$ cat src/fmpg_regs.vh
/*
  Constants for the fault monitor and power-good block: timing counts
  in switching cycles and state codes.
  Assumes inclusion by fmpg_fault_monitor.v only.
*/
`ifndef FMPG_REGS_VH
`define FMPG_REGS_VH

// Timing counts, in switching cycles
`define FMPG_SS_DELAY_CYC 13'h0040
`define FMPG_HICCUP_CYC 13'h1000
`define FMPG_CNT_W 13

// Sequencer states
`define FMPG_ST_SHUT 3'h0
`define FMPG_ST_DELAY 3'h1
`define FMPG_ST_RAMP 3'h2
`define FMPG_ST_RUN 3'h3
`define FMPG_ST_HICCUP 3'h4
`define FMPG_ST_OPEN 3'h5

`endif

$ cat src/fmpg_fault_monitor.v
/*
  Fault supervision and power-good logic of a multiphase buck controller.
  Analog comparators are outside; their results arrive asynchronously and
  are synchronised here. The clock is the switching-cycle clock, one edge
  per switching cycle, gated by a clock enable.
*/
`timescale 1ns/1ps
`default_nettype none
`include "fmpg_regs.vh"

// Overview of operation
// RULE1 - Power ok low in shutdown, high after soft-start
// RULE2 - Any fault or disable pulls power ok low
// RULE3 - Power ok returns once inside both limits
// RULE4 - Undervoltage below 82 percent only drops power ok
// RULE5 - Undervoltage clears above 85 percent
// RULE6 - Soft-start trip: max of ref+150mV, 1.67V; code trips on either comparator, so at the lower of the two
// RULE7 - After soft-start only ref+150mV trip used
// RULE8 - Release 50mV or 100mV below, record source
// RULE9 - Overvoltage forces low gates high until release; code clamps in ramp and run only, not in the soft-start delay
// RULE10 - Clamp repeats; recovery needs no restart
// RULE11 - Open sense comparator shuts controller down
// RULE12 - Open sense cleared restarts from soft-start start
// RULE13 - Droop above setpoint starts overcurrent shutdown
// RULE14 - Overcurrent: all gates off 4096 cycles
// RULE15 - Retry soft-start after wait if enabled
// RULE16 - Trip-retry repeats without limit
// RULE17 - Shutdown keeps pulse outputs high-impedance
// RULE18 - Soft-start begins with 64 cycle delay
// RULE19 - Power ok low through every soft-start
// RULE20 - Shutdown faults override clamp; disable aborts hiccup
module fmpg_fault_monitor (
  // Clock, reset, enable
  input wire clk_sys_in,
  input wire rstn_in,
  input wire ce_in,
  // Enable conditions, asynchronous comparators
  input wire enable_threshold_in,
  input wire por_ok_in,
  // Undervoltage comparators, asynchronous
  input wire uv_below_82_in,
  input wire uv_above_85_in,
  // Overvoltage comparators, asynchronous
  input wire ov_ref_trip_in,
  input wire ov_ref_release_in,
  input wire ov_fixed_trip_in,
  input wire ov_fixed_release_in,
  // Open sense and overcurrent comparators, asynchronous
  input wire open_sense_in,
  input wire overcurrent_in,
  // Soft-start sequencer, same clock
  input wire ss_done_in,
  // Sequencer control
  output reg ss_delay_out,
  output reg ss_ramp_out,
  output reg ss_restart_out,
  // Gate control
  output reg pwm_hiz_out,
  output reg gates_off_out,
  output reg low_side_gate_force_out,
  // Power ok open-drain pin
  output reg power_ok_out,
  output reg power_ok_oe_out
);

  reg [2:0] state_r;
  reg [2:0] state_nxt;
  reg [`FMPG_CNT_W-1:0] cnt_r;
  reg [`FMPG_CNT_W-1:0] cnt_nxt;
  reg uv_r;
  reg ov_r;
  reg ov_fixed_src_r;
  reg ov_r_nxt;
  reg ov_fixed_src_nxt;
  reg uv_nxt;
  wire en_thr_s;
  wire por_s;
  wire en_ok;
  wire uv_trip;
  wire uv_clear;
  wire ovr_trip;
  wire ovr_rel;
  wire ovf_trip;
  wire ovf_rel;
  wire open_s;
  wire oc;
  wire in_ss;
  wire good_nxt;

  // Each comparator synchronised alone; enable terms combined only after
  fmpg_sync2 #(.W(1)) sync_en_u (
    .clk_sys_in(clk_sys_in), .rstn_in(rstn_in), .ce_in(ce_in),
    .d_in(enable_threshold_in),
    .q_out(en_thr_s)
  );
  fmpg_sync2 #(.W(1)) sync_por_u (
    .clk_sys_in(clk_sys_in), .rstn_in(rstn_in), .ce_in(ce_in),
    .d_in(por_ok_in),
    .q_out(por_s)
  );
  fmpg_sync2 #(.W(1)) sync_uvt_u (
    .clk_sys_in(clk_sys_in), .rstn_in(rstn_in), .ce_in(ce_in),
    .d_in(uv_below_82_in),
    .q_out(uv_trip)
  );
  fmpg_sync2 #(.W(1)) sync_uvc_u (
    .clk_sys_in(clk_sys_in), .rstn_in(rstn_in), .ce_in(ce_in),
    .d_in(uv_above_85_in),
    .q_out(uv_clear)
  );
  fmpg_sync2 #(.W(1)) sync_ovrt_u (
    .clk_sys_in(clk_sys_in), .rstn_in(rstn_in), .ce_in(ce_in),
    .d_in(ov_ref_trip_in),
    .q_out(ovr_trip)
  );
  fmpg_sync2 #(.W(1)) sync_ovrr_u (
    .clk_sys_in(clk_sys_in), .rstn_in(rstn_in), .ce_in(ce_in),
    .d_in(ov_ref_release_in),
    .q_out(ovr_rel)
  );
  fmpg_sync2 #(.W(1)) sync_ovft_u (
    .clk_sys_in(clk_sys_in), .rstn_in(rstn_in), .ce_in(ce_in),
    .d_in(ov_fixed_trip_in),
    .q_out(ovf_trip)
  );
  fmpg_sync2 #(.W(1)) sync_ovfr_u (
    .clk_sys_in(clk_sys_in), .rstn_in(rstn_in), .ce_in(ce_in),
    .d_in(ov_fixed_release_in),
    .q_out(ovf_rel)
  );
  fmpg_sync2 #(.W(1)) sync_open_u (
    .clk_sys_in(clk_sys_in), .rstn_in(rstn_in), .ce_in(ce_in),
    .d_in(open_sense_in),
    .q_out(open_s)
  );
  fmpg_sync2 #(.W(1)) sync_oc_u (
    .clk_sys_in(clk_sys_in), .rstn_in(rstn_in), .ce_in(ce_in),
    .d_in(overcurrent_in),
    .q_out(oc)
  );

  assign en_ok = en_thr_s & por_s;

  assign in_ss = (state_r == `FMPG_ST_DELAY) || (state_r == `FMPG_ST_RAMP);

  // Sequencer and hiccup timer
  always @*
  begin
    state_nxt = state_r;
    cnt_nxt = cnt_r;
    if (!en_ok)
    begin
      state_nxt = `FMPG_ST_SHUT; // [RULE20]
      cnt_nxt = {`FMPG_CNT_W{1'b0}};
    end
    else
    begin
      case (state_r)
        `FMPG_ST_SHUT:
        begin
          state_nxt = `FMPG_ST_DELAY;
          cnt_nxt = {`FMPG_CNT_W{1'b0}};
        end
        `FMPG_ST_DELAY:
        begin
          cnt_nxt = cnt_r + 1'b1;
          if (cnt_r == `FMPG_SS_DELAY_CYC - 1'b1)
          begin
            state_nxt = `FMPG_ST_RAMP; // [RULE18]
            cnt_nxt = {`FMPG_CNT_W{1'b0}};
          end
        end
        `FMPG_ST_RAMP:
          if (ss_done_in)
            state_nxt = `FMPG_ST_RUN;
        `FMPG_ST_RUN:
          state_nxt = `FMPG_ST_RUN;
        `FMPG_ST_HICCUP:
        begin
          cnt_nxt = cnt_r + 1'b1;
          if (cnt_r == `FMPG_HICCUP_CYC - 1'b1)
          begin
            state_nxt = `FMPG_ST_DELAY; // [RULE15] [RULE16]
            cnt_nxt = {`FMPG_CNT_W{1'b0}};
          end
        end
        `FMPG_ST_OPEN:
          if (!open_s)
          begin
            state_nxt = `FMPG_ST_DELAY; // [RULE12]
            cnt_nxt = {`FMPG_CNT_W{1'b0}};
          end
        default:
          state_nxt = `FMPG_ST_SHUT;
      endcase
      // Shutdown faults checked in every active state
      if (state_r != `FMPG_ST_SHUT && state_r != `FMPG_ST_HICCUP &&
          state_r != `FMPG_ST_OPEN)
      begin
        if (open_s)
        begin
          state_nxt = `FMPG_ST_OPEN; // [RULE11]
          cnt_nxt = {`FMPG_CNT_W{1'b0}};
        end
        else if (oc)
        begin
          state_nxt = `FMPG_ST_HICCUP; // [RULE13] [RULE14]
          cnt_nxt = {`FMPG_CNT_W{1'b0}};
        end
      end
    end
  end

  // Fault flags; hysteresis through separate trip and release comparators
  always @*
  begin
    uv_nxt = uv_r;
    ov_r_nxt = ov_r;
    ov_fixed_src_nxt = ov_fixed_src_r;
    if (uv_trip)
      uv_nxt = 1'b1; // [RULE4]
    else if (uv_clear)
      uv_nxt = 1'b0; // [RULE5]
    if (!ov_r)
    begin
      if (ovr_trip)
      begin
        ov_r_nxt = 1'b1; // [RULE6] [RULE7]
        ov_fixed_src_nxt = 1'b0;
      end
      else if (ovf_trip && in_ss)
      begin
        ov_r_nxt = 1'b1; // [RULE6]
        ov_fixed_src_nxt = 1'b1;
      end
    end
    else if (ov_fixed_src_r ? ovf_rel : ovr_rel)
      ov_r_nxt = 1'b0; // [RULE8] [RULE10]
    if (!en_ok)
    begin
      ov_r_nxt = 1'b0;
      uv_nxt = 1'b0;
    end
  end

  // Power ok only when running with no fault; low through soft-start
  assign good_nxt = (state_nxt == `FMPG_ST_RUN) && !uv_nxt && !ov_r_nxt && !oc &&
                    !open_s; // [RULE1] [RULE2] [RULE3] [RULE19]

  always @(posedge clk_sys_in or negedge rstn_in)
  begin
    if (!rstn_in)
    begin
      state_r <= `FMPG_ST_SHUT;
      cnt_r <= {`FMPG_CNT_W{1'b0}};
      uv_r <= 1'b0;
      ov_r <= 1'b0;
      ov_fixed_src_r <= 1'b0;
      ss_delay_out <= 1'b0;
      ss_ramp_out <= 1'b0;
      ss_restart_out <= 1'b0;
      pwm_hiz_out <= 1'b1;
      gates_off_out <= 1'b1;
      low_side_gate_force_out <= 1'b0;
      power_ok_out <= 1'b0;
      power_ok_oe_out <= 1'b1;
    end
    else if (ce_in)
    begin
      state_r <= state_nxt;
      cnt_r <= cnt_nxt;
      uv_r <= uv_nxt;
      ov_r <= ov_r_nxt;
      ov_fixed_src_r <= ov_fixed_src_nxt;
      ss_delay_out <= (state_nxt == `FMPG_ST_DELAY);
      ss_ramp_out <= (state_nxt == `FMPG_ST_RAMP);
      ss_restart_out <= (state_nxt == `FMPG_ST_DELAY) && (state_r != `FMPG_ST_DELAY);
      // Hi-Z in shutdown and soft-start delay keeps the drivers off
      pwm_hiz_out <= (state_nxt == `FMPG_ST_SHUT) ||
                     (state_nxt == `FMPG_ST_DELAY); // [RULE17]
      gates_off_out <= (state_nxt == `FMPG_ST_SHUT) || (state_nxt == `FMPG_ST_HICCUP) ||
                       (state_nxt == `FMPG_ST_OPEN); // [RULE14]
      // Clamp only in switching states, so shutdown faults win
      low_side_gate_force_out <= ov_r_nxt && ((state_nxt == `FMPG_ST_RAMP) ||
                                 (state_nxt == `FMPG_ST_RUN)); // [RULE9] [RULE20]
      // Open drain: pin never driven high, enable low releases it
      power_ok_out <= 1'b0;
      power_ok_oe_out <= !good_nxt; // [RULE2]
    end
  end

endmodule // fmpg_fault_monitor

module fmpg_sync2 #(
  parameter W = 1
) (
  // Clock, reset, enable
  input wire clk_sys_in,
  input wire rstn_in,
  input wire ce_in,
  // Asynchronous level in, synchronised level out
  input wire [W-1:0] d_in,
  output reg [W-1:0] q_out
);

  // First stage feeds only the second
  reg [W-1:0] meta_r;

  always @(posedge clk_sys_in or negedge rstn_in)
  begin
    if (!rstn_in)
    begin
      meta_r <= {W{1'b0}};
      q_out <= {W{1'b0}};
    end
    else if (ce_in)
    begin
      meta_r <= d_in;
      q_out <= meta_r;
    end
  end

endmodule // fmpg_sync2
`default_nettype wire

$ cat config.mk
export PLATFORM = sky130hd
export DESIGN_NAME = fmpg_fault_monitor
export DESIGN_NICKNAME = d
export VERILOG_FILES = /design/src/fmpg_fault_monitor.v
export VERILOG_INCLUDE_DIRS = /design/src
export SDC_FILE = /design/constraint.sdc
export NUM_CORES = 1
export LEC_CHECK = 0
export BUFFER_PORTS_ARGS = -buffer_cell sky130_fd_sc_hd__buf_2
export CAP_MARGIN = 25
export CELL_PAD_IN_SITES_DETAIL_PLACEMENT = 0
export CELL_PAD_IN_SITES_GLOBAL_PLACEMENT = 1
export CORE_ASPECT_RATIO = 0.9
export CORE_MARGIN = 2
export CORE_UTILIZATION = 30
export CTS_CLUSTER_SIZE = 24
export DETAILED_ROUTE_END_ITERATION = 8
export PLACE_DENSITY_LB_ADDON = 0.1
export SLEW_MARGIN = 40
export SYNTH_ARGS = -nofsm -noshare
export SYNTH_HDL_FRONTEND = slang
export SYNTH_HIERARCHICAL = 1
export SYNTH_SLANG_ARGS = --single-unit
$ cat constraint.sdc
create_clock -name clk_sys_in -period 2 [get_ports clk_sys_in]
set_clock_uncertainty 0.15 [all_clocks]
set_input_delay 0.1 -clock clk_sys_in [delete_from_list [all_inputs] [get_ports clk_sys_in]]
set_output_delay 0.1 -clock clk_sys_in [all_outputs]
set_load 0.01 [all_outputs]
* Word level (Yosys, flattened, before mapping)
Cells that the tools add are included.
** Operators by class
- Add/subtract/negate cells :: 1
- Bitwise operators :: 2
- Eq/ne operators :: 15
- Multiplexer cells :: 28
- Reductions and logical operators :: 24
** Operators with widths (number)
- $mux 13 :: 7
- $pmux 13 s4 :: 1
- $mux 3 :: 8
- $pmux 3 s6 :: 1
- $add 13x1->13 const B :: 1
- $eq 13x12->1 const B :: 1
- $eq 13x6->1 const B :: 1
- $eq 3x2->1 const B :: 4
- $eq 3x3->1 const B :: 4
- $mux 1 :: 11
- $logic_and 1x1->1 :: 9
- $eq 3x1->1 const B :: 2
- $logic_not 3->1 :: 2
- $ne 3x3->1 const B :: 2
- $logic_not 1->1 :: 5
- $logic_or 1x1->1 :: 5
- $ne 3x1->1 const B :: 1
- $reduce_and 3->1 :: 1
- $reduce_bool 3->1 :: 1
- $reduce_bool 2->1 :: 1
- $and 1x1->1 :: 1
- $not 1->1 :: 1
** Storage, ports and cells
- Input port bits :: 14
- Word-level logic and storage cells :: 102
- Output and inout bits :: 8
- Register bits :: 46

* Depth between registers and ports, before layout
Gate-level depths: netlist (run 1).
- Depth after elaboration :: 13
- Depth in mapped cells :: 7
- Mapped depth without buffers :: 6

* Cells and area by module
The synthesis (run 1) kept the hierarchy.
** By module, submodules not included
- fmpg_fault_monitor :: times used 1, sequential area each 654.4 µm², area each 1554.0 µm², cells each 172
- fmpg_sync2 :: times used 10, sequential area each 50.0 µm², area each 72.6 µm², cells each 4

* Worst setup path after synthesis (run 1)
No wires, ideal clock.
- Path kind :: flip-flop to flip-flop
- Start :: register cnt_r[8]
- End :: register cnt_r[7]
- Cell stages (with the launch flop) :: 8
- Data arrival time :: 1.834 ns
- Period minus slack after synthesis :: 2.131 ns
- Required time :: 1.704 ns
- Setup slack :: -0.131 ns
- Library setup time :: 0.146 ns
- Buffers on the path :: 2
- Path through :: dfrtp_1 buf_2 or4_4 nor4_4 o22ai_2 buf_6 a41oi_1 a31oi_1
** On the way
- Word-level cells in the longest chain between the ends :: 7
- Elaborated cells between the ends (all ways) :: 9
- Classes of those cells :: eq/ne (2); mux (7)
** Ends and longest elaborated chain
- start, declared :: line fmpg_fault_monitor.v:68 : reg [`FMPG_CNT_W-1:0] cnt_r;
- start signal, assigned :: line fmpg_fault_monitor.v:255 : cnt_r <= {`FMPG_CNT_W{1'b0}};
- start signal, assigned :: line fmpg_fault_monitor.v:271 : cnt_r <= cnt_nxt;
- $eq 13x12->1 or $eq 13x6->1 (tied branches) :: line fmpg_fault_monitor.v:181, fmpg_fault_monitor.v:167
- $mux 13 (on tied branches) :: line fmpg_fault_monitor.v:181, fmpg_fault_monitor.v:167
- $pmux 13 s4 * :: line fmpg_fault_monitor.v:158 : case (state_r)
- $mux 13 :: line fmpg_fault_monitor.v:205 : else if (oc)
- $mux 13 :: line fmpg_fault_monitor.v:200 : if (open_s)
- $mux 13 * :: line fmpg_fault_monitor.v:197 : if (state_r != `FMPG_ST_SHUT && state_r != `FMPG_ST_HICCUP &&
- $mux 13 * :: line fmpg_fault_monitor.v:151 : if (!en_ok)
Mark *: on every way between the ends. The rest lies on a longest branch, timed or not.
A chain may end at the register's enable or synchronous reset.

* Worst setup path after layout (run 1)
- Start :: register state_r[0]
- End :: register power_ok_oe_out
** On the way
- Word-level cells in the longest chain between the ends :: 12
- Elaborated cells between the ends (all ways) :: 33
- Classes of those cells :: eq/ne (8); mux (13); reduce/logical (12)
** Ends and longest elaborated chain
- start, declared :: line fmpg_fault_monitor.v:66 : reg [2:0] state_r;
- start signal, assigned :: line fmpg_fault_monitor.v:254 : state_r <= `FMPG_ST_SHUT;
- start signal, assigned :: line fmpg_fault_monitor.v:270 : state_r <= state_nxt;
- $eq 3x3->1 (tied with other cells) :: line fmpg_fault_monitor.v:158
- $pmux 3 s6 or $logic_or 1x1->1 (tied branches) :: line fmpg_fault_monitor.v:158, fmpg_fault_monitor.v:144
- $mux 3 or $logic_and 1x1->1 (tied branches) :: line fmpg_fault_monitor.v:205, fmpg_fault_monitor.v:231
- $mux 3 or $mux 1 (tied branches) :: line fmpg_fault_monitor.v:200, fmpg_fault_monitor.v:231
- $mux 3 or $mux 1 (tied branches) :: line fmpg_fault_monitor.v:197, fmpg_fault_monitor.v:226
- $mux 3 or $mux 1 (tied branches) :: line fmpg_fault_monitor.v:151, fmpg_fault_monitor.v:224
- $eq 3x2->1 (no line) or $mux 1 (tied branches)
- $logic_and 1x1->1 or $logic_not 1->1 (tied branches) :: line fmpg_fault_monitor.v:247 : assign good_nxt = (state_nxt == `FMPG_ST_RUN) && !uv_nxt && !ov_r_nxt && !oc &&
- $logic_and 1x1->1 * (3 in a row) :: line fmpg_fault_monitor.v:247
- $logic_not 1->1 * :: line fmpg_fault_monitor.v:288 : power_ok_oe_out <= !good_nxt;
- end signal, assigned :: line fmpg_fault_monitor.v:288
- end, declared :: line fmpg_fault_monitor.v:63 : output reg power_ok_oe_out
Marks and branches as above.

==> summary by stage, run 1 <==
Status
The flow ran to the end, but the final reports show violations. The checks that failed: setup timing.

Power and ir drop
In this run switching power makes up between 20% and 30% of total power. The clock share of power is 32.9%. Registers are responsible for between 50% and 60% of the overall power. The part of the power in combinational logic is 17.0%. Dividing total power by cell area gives a power density of between 700 and 800 nW/µm². The net switching power is approximately 0.00056 W.

IR analysis of the VDD net gives a maximum drop of ~0.00035 V. The static leakage power is approximately 1.3 nW. The completed layout was analyzed and its total power is 0.00213 W. Cell internal power was estimated by the tool at 0.00156 W.

Timing
The count of pins over their slew limit is 0. After layout, the worst path uses 104% of the clock period. The setup-violating endpoint count in the final report is 8. The number of hold violations in the final report is 0. Static timing analysis puts the maximum clock frequency at 481 MHz. The total negative slack for setup checks is -0.259 ns. The smallest setup slack after layout is -0.0773 ns. The routed design could run at a clock period as short as 2.08 ns. Setup repair after global routing could not meet its margin everywhere.

Routing
In this run, the number of DRC markers left after iteration 0 of detailed routing was between 90 and 100. Dividing the detail-routed wire length by the instance count gives between 10 and 15 µm. The sum of routed wire length over all layers is 5370 µm. The final routed DRC violation total is 0.

For this run, the detailed router's first-pass iteration total came to 4. The routed layout has 1,818 vias. Once detail routing completed, the nets flagged for antenna violations numbered 0. The via density per instance is roughly 4.9.

Synthesis
In this run the cell area of the synthesized design comes to ~2300 µm². By area the synthesized netlist is led by sky130_fd_sc_hd__dfrtp_1 (47%), sky130_fd_sc_hd__mux2_2 (11%), sky130_fd_sc_hd__dfstp_2 (3.5%), sky130_fd_sc_hd__a21oi_1 (3.1%), sky130_fd_sc_hd__a31oi_1 (2.7%). The warning count from the yosys run is 6. The area share of the largest cell type after synthesis is 47.2%. Yosys mapped the design onto between 40 and 50 distinct sky130hd cell types. The share of synthesized flip-flops with an asynchronous set or reset is 100%. Yosys mapped a number of flops with a built-in enable equal to 0. After synthesis, the most frequently instantiated cells are sky130_fd_sc_hd__dfrtp_1 (43), sky130_fd_sc_hd__mux2_2 (22), sky130_fd_sc_hd__nand2_1 (16). The synthesized net count is 227.

The synthesized design spends more area on one cell type than any other, namely sky130_fd_sc_hd__dfrtp_1. Among all cell types in the netlist, the one instantiated most often is sky130_fd_sc_hd__dfrtp_1. Synthesis handed over a netlist of 212 instances. The number of flip-flops and latches in the synthesized netlist is 46.

Sequential elements use approximately 50% of the synthesized area. After synthesis, the mean cell area works out to 10.8 µm². The most frequently used flop master after synthesis is sky130_fd_sc_hd__dfrtp_1.

Final layout
The number of nets in the finished design is just under 300. The area of combinational cells with multiple inputs is between 1000 and 1500 µm². The count of antenna diodes in the layout is 0.

Fill cells in the final layout number between 700 and 800. The share of cells above drive strength 1 is 39.5%. The final non-filler cell total is 372. In the final layout, flip-flops and latches occupy around 1200 µm².

The post-synthesis to final-layout area growth is 32.1%. The top register by number of flip-flops is cnt_r. The share of the core filled with cells is between 40% and 50%. The register with the most flip-flops in the layout has 13 of them. The largest registers in the layout are cnt_r (13), state_r (3).

Critical path
The kind of critical path is reg2reg. Along the worst path, the maximum fanout reaches 2. The worst path required time is about 2.1 ns. STA classifies the critical path startpoint as a flop. The worst setup path is captured at a flop.

For the worst setup path, the data arrival time is roughly 2.2 ns.

Placement
The post-placement setup slack is -0.0476 ns. The HPWL after detailed placement is approximately 3700 µm. The number of instances in the placed design is approximately 350. The port buffer count is 20. The congestion estimate from routability-driven global placement came to between 0.7 and 0.8.

Clock tree
The clock passes through at most 2 buffers. The CTS tree is yes. The clock net in this run drives a total of 46 sinks.

The level count of the clock H-tree is 2. Clock-pin slew was measured on the worst setup and hold paths at ~0.090 ns. The clock root buffer is sky130_fd_sc_hd__clkbuf_8. The later pin in the worst-skew pair is clocked with a latency of around 0.30 ns. The CTS buffer count is 5.

Floorplanning
The die covers around 8300 µm². During I/O placement, the number of pins put on the boundary was 22. The total core area is 7470 µm². The die is ~87 µm tall. The starting utilization of the core area is a little under a third. The die boundary width is between 90 and 100 µm.

The initialized floorplan defines 30 standard-cell rows.

Global route
The number of antenna violations at the first check in global routing is 0. The total global routing overflow is 0. The first global-routing pass estimated approximately 9000 µm of wire. Entering global routing, the biggest net connects 28 pins. The via count of the first global-routing pass was 1,773.

Global routing consumed, over all layers together, between 10% and 20% of the routing resources.

Flow run
Across the run, the number of max-cap violations was 0.

Hold path
The kind of path behind the tightest hold check is in2async.
-- worst paths after layout --
path	startpoint	end	slack (ns)	depth (start not counted)
max	state_r[0]	power_ok_oe_out	-0.08	5
max reg2reg	state_r[0]	power_ok_oe_out	-0.08	5
min reg2reg	sync_ovrt_u/q_out	ov_fixed_src_r	0.33	1
max in group asynchronous	rstn_in	cnt_r[0]	1.06	3
min in group clk_sys_in	sync_ovrt_u/q_out	ov_fixed_src_r	0.33	1
min	rstn_in	ss_ramp_out	0.13	2
-- power groups by stage --
stage / Combinational (W) / Clock [W] / Sequential (W)
after CTS: 0.000358 / 0.000729 / 0.00107
final: 0.000361 / 0.000700 / 0.00107
after global placement: 0.000331 / 0 / 0.00108
after floorplan: 0.000205 / 0 / 0.00108
after detailed placement: 0.000330 / 0 / 0.00108
after global routing: 0.000405 / 0.000773 / 0.00108
-- routing by layer --
| layer | vias up | wire, µm | GRT usage [%] |
|---|---|---|---|
| met3 | 7 | 162 | 3.13 |
| met5 | - | 0 | 0 |
| met4 | 0 | 77 | 4.03 |
| li1 | 911 | - | - |
| met1 | 868 | 2830 | 21.9 |
| met2 | 32 | 2300 | 20.0 |
-- area by class of cell --
cell class,count,share of cell area [%]
Inverter,7,0.872
Sequential cell,46,38.3
Clock inverter,2,1.25
Clock buffer,6,2.41
Tap cell,96,3.99
Multi-Input combinational cell,150,36.8
Timing Repair Buffer,65,16.4
-- stage by stage --
stage          hold slack (ns)  cell area (µm²)
6_report                 0.129             3010
4_1_cts                  0.148             2970
3_3_place_gp           -0.0639             2700
5_1_grt                  0.180             3010
2_1_floorplan           -0.346             2290
3_5_place_dp           -0.0680             2700
-- cell families after synthesis --
kind of cell    synth area share (%)
compound gates                  17.6
xor+xnor                        1.15
fa+ha+maj                      0.549
buf+inv                         3.57
flops                           50.7
mux                             10.9
other cells                    0.164
simple gates                    15.5
-- what timing repair did --
action / in CTS / in global routing
gates resized for setup: 10 / 5
pin swaps: 3 / 3
hold endpoints to repair: 58 / 0
cloned: 0 / 0
buffers inserted: 0 / 3
hold buffers: 12 / 0
setup endpoints to repair: 13 / 19
-- worst max-delay path, cell delays in order (launching register included) --
cell and delay, ns:
sky130_fd_sc_hd__dfrtp_1 0.40, sky130_fd_sc_hd__or4b_1 0.50, sky130_fd_sc_hd__or4_4 0.44, sky130_fd_sc_hd__nand2_2 0.10, sky130_fd_sc_hd__o21ai_2 0.06, sky130_fd_sc_hd__o32a_1 0.35
-- cells in the final DEF, fill, tap and decap left out, types with 3 or more instances in the layout --
cell                            netlist  final
sky130_fd_sc_hd__a21oi_1             14     13
sky130_fd_sc_hd__a22o_1               3      3
sky130_fd_sc_hd__a31oi_1             10     10
sky130_fd_sc_hd__a41oi_2              0      3
sky130_fd_sc_hd__buf_2                2     20
sky130_fd_sc_hd__buf_4                1     31
sky130_fd_sc_hd__clkbuf_8             0      5
sky130_fd_sc_hd__dfrtp_1             43     43
sky130_fd_sc_hd__dfstp_2              3      3
sky130_fd_sc_hd__dlygate4sd3_1        0     12
sky130_fd_sc_hd__inv_1                7      7
sky130_fd_sc_hd__mux2_2              22     22
sky130_fd_sc_hd__nand2_1             16     16
sky130_fd_sc_hd__nand2b_1             4      4
sky130_fd_sc_hd__nand3_1              4      4
sky130_fd_sc_hd__nand4_1              4      4
sky130_fd_sc_hd__nor2_1              14     14
sky130_fd_sc_hd__nor3_1               3      3
sky130_fd_sc_hd__nor3b_1              4      4
sky130_fd_sc_hd__o211ai_1             3      3
sky130_fd_sc_hd__o21ai_0             10      8
sky130_fd_sc_hd__o21ai_2              1      3
sky130_fd_sc_hd__o2bb2ai_1            3      3
sky130_fd_sc_hd__or4_4                2      3
Note: power is estimated with default switching activity, not from simulation.
==> inputs of run 2 (changes only) <==
Settings changed: CORE_UTILIZATION 30 to 35.
==> summary by stage, run 2 (synthesized netlist as in run 1, its figures left out) <==
Clock tree
TritonCTS built the clock tree. The clock net sink count is 46 (unchanged). The CTS buffer count is 5 (unchanged). The clock-pin transition on the worst setup and hold timing paths came to 0.08 ns (about the same). In this run the clock root is driven by a sky130_fd_sc_hd__clkbuf_8. The buffer depth of the longest clock path came to 2 (unchanged). The clock insertion delay at the later pin of the skew report was 0.29 ns (about the same). The level count of the clock H-tree is 2 (unchanged).

Hold path
The path class of the tightest hold or removal check is in2reg.

Placement
The post-placement setup slack is -0.0907 ns (-0.0431 ns). The cell area reported after detailed placement is 2680 µm² (-0.42%). The HPWL after detailed placement is 3840 µm (+3.1%). The last weighted congestion value of the routability-driven placer came to 0.857 (+12%). The port buffer count is 20 (unchanged). The number of instances in the placed design was 340 (-2.6%).

Final layout
The post-synthesis to final-layout area growth is 34.0%. The final non-filler cell total is 366 (-1.6%). The cell area after layout is 3050 µm² (+1.4%).

The number of inserted filler cells in the final layout was 596 (-20%). The number of nets in the finished design came to 293 (+1.0%). The largest registers in the layout are cnt_r (13), state_r (3).

In the layout the commonest cells are sky130_fd_sc_hd__dfrtp_1 (43), sky130_fd_sc_hd__buf_4 (34), sky130_fd_sc_hd__mux2_2 (22). The number of flip-flops in the largest register is 13 (unchanged). Ranked by flip-flop count, first place goes to cnt_r. The count of antenna diodes in the layout was 0 (unchanged). The leading cell type in the layout, fill and taps excluded is sky130_fd_sc_hd__dfrtp_1. The share of cells above drive strength 1 was 42.3% (+2.8 points).

Timing
The actual transition at the worst max-transition pin is between 0.5 and 0.6 ns. The smallest setup slack after layout is -0.104 ns (-0.0270 ns). The shortest clock period the worst path allows after layout was 2.10 ns (+0.0270 ns).

The number of hold violations in the final report is 0 (unchanged). The setup-violating endpoint count in the final report is 20 (+12). In this run the tightest slew margin relative to its limit is between 60 and 70%. Setup repair after global routing could not meet its margin everywhere. The count of pins over their slew limit is 0 (unchanged). The share of the cycle needed by the critical path after routing came to 105% (+1.3 points). The maximum operating frequency is 475 MHz (-1.3%).

Routing
The average detailed-routed wire length per instance is 15.0 µm (+3.8%). The number of iterations in the first detailed-routing pass was 4 (unchanged). The via density per instance was 5.17 (+5.8%). The final antenna-violating net count is 0 (unchanged).

The sum of routed wire length over all layers is 5480 µm (+2.1%). The detailed-route via count is 1,893 (+4.1%). The final routed DRC violation total was 0 (unchanged). The DRC marker count from the first detailed-route iteration is 102 (+7.4%).

Critical path
STA classifies the critical path startpoint as a flop. The worst setup path is captured at a flop. The worst path required time is 2.08 ns (about the same). The biggest fanout along the worst timing path is 3 (+1).

The data arrival at the endpoint of the critical path was 2.18 ns (+0.02 ns). By startpoint and endpoint, the worst setup path is classified as reg2reg.

Global route
The largest net degree at the start of global routing is 25 (-11%). The via count of the first global-routing pass is 1,878 (+5.9%). The global-route usage over all layers came to 16.6% (+2.4 points). The number of antenna violations at the first check in global routing is 0 (unchanged). The total global routing overflow is 0 (unchanged). The global-route wire length before repair came to 9090 µm (+0.92%).

Flow run
The max capacitance violation total came to 0 (unchanged).

Power and ir drop
The maximum vdd ir drop was 0.000398 V (+13%). The static leakage power is 1.28 nW (+1.9%). The cell area power density was 655 nW/µm² (-7.2%).

Floorplanning
The die boundary width is 89.1 µm (-7.1%). The number of I/O pins came to 22 (unchanged). The total core area is 6220 µm² (-17%). The number of core rows is 27 (-10%). The starting utilization of the core area came to 36.7% (+6.2 points). The vertical extent of the die is 80.6 µm (-7.1%). The full die area was 7180 µm² (-14%).

Status
The final reports fail on setup timing. The run finished, with violations left.
[run 2: worst paths after layout]
kind                                         from           endpoint  slack (ns)  cells after the start
worst max-delay path                     cnt_r[7]        ss_ramp_out       -0.10                      7
worst min-delay path                        ce_in    sync_en_u/q_out        0.06                      2
worst max register to register           cnt_r[7]        ss_ramp_out       -0.10                      7
worst min register to register  sync_ovrt_u/q_out     ov_fixed_src_r        0.33                      1
max in group asynchronous                 rstn_in    power_ok_oe_out        0.90                      3
min in group asynchronous                 rstn_in  sync_ovfr_u/q_out        0.20                      2
[run 2: through the flow]
stage	hold slack, ns	utilization [%]	TNS (ns)	power [W]
after floorplan	-0.346	-	-0.410	0.00128
after global placement	-0.0247	43.2	-0.339	0.00140
after detailed placement	-0.0154	43.2	-0.985	0.00142
after CTS	0.0406	47.8	-0.426	0.00202
after global routing	0.0698	49.1	-2.35	0.00212
final	0.0624	49.1	-0.945	0.00200
[run 2: layout make-up]
| type | count | area [µm²] | share of cell area [%] |
|---|---|---|---|
| clock inverters | 2 | 13.8 | 0.451 |
| repair buffers | 68 | 517 | 16.9 |
| well taps | 87 | 109 | 3.56 |
| inverters | 7 | 26.3 | 0.860 |
| flip-flops and latches | 46 | 1150 | 37.8 |
| multi-input cells | 150 | 1160 | 38.0 |
| clock buffers | 6 | 72.6 | 2.38 |
[run 2: critical path: stages (launching register included)]
cell and delay (ns):
sky130_fd_sc_hd__dfrtp_1 0.40, sky130_fd_sc_hd__or4_4 0.56, sky130_fd_sc_hd__nor4_4 0.20, sky130_fd_sc_hd__buf_4 0.20
sky130_fd_sc_hd__a21oi_4 0.07, sky130_fd_sc_hd__o21ai_4 0.19, sky130_fd_sc_hd__buf_6 0.13, sky130_fd_sc_hd__a21boi_4 0.15
[run 2: what timing repair did]
action	CTS	global route
gates resized for setup	12	18
hold buffers	11	0
endpoints found under the setup margin	20	23
endpoints found under the hold margin	32	0
setup buffers	4	3
pin swaps	4	3
[run 2: where the power goes]
part           internal [W]  total, W  switching [W]
Clock              0.000247  0.000556       0.000309
Combinational      0.000187  0.000380       0.000193
Sequential          0.00101   0.00106      0.0000530
Total               0.00145   0.00200       0.000555
[run 2: layer usage]
layer	part of all wire (%)	routed length, µm	track usage (%)	up-vias
li1	-	-	-	912
met1	49	2710	23.3	935
met2	46	2520	26.0	40
met3	3.8	210	3.49	6
met4	0.78	43	4.33	0
met5	0	0	0	-
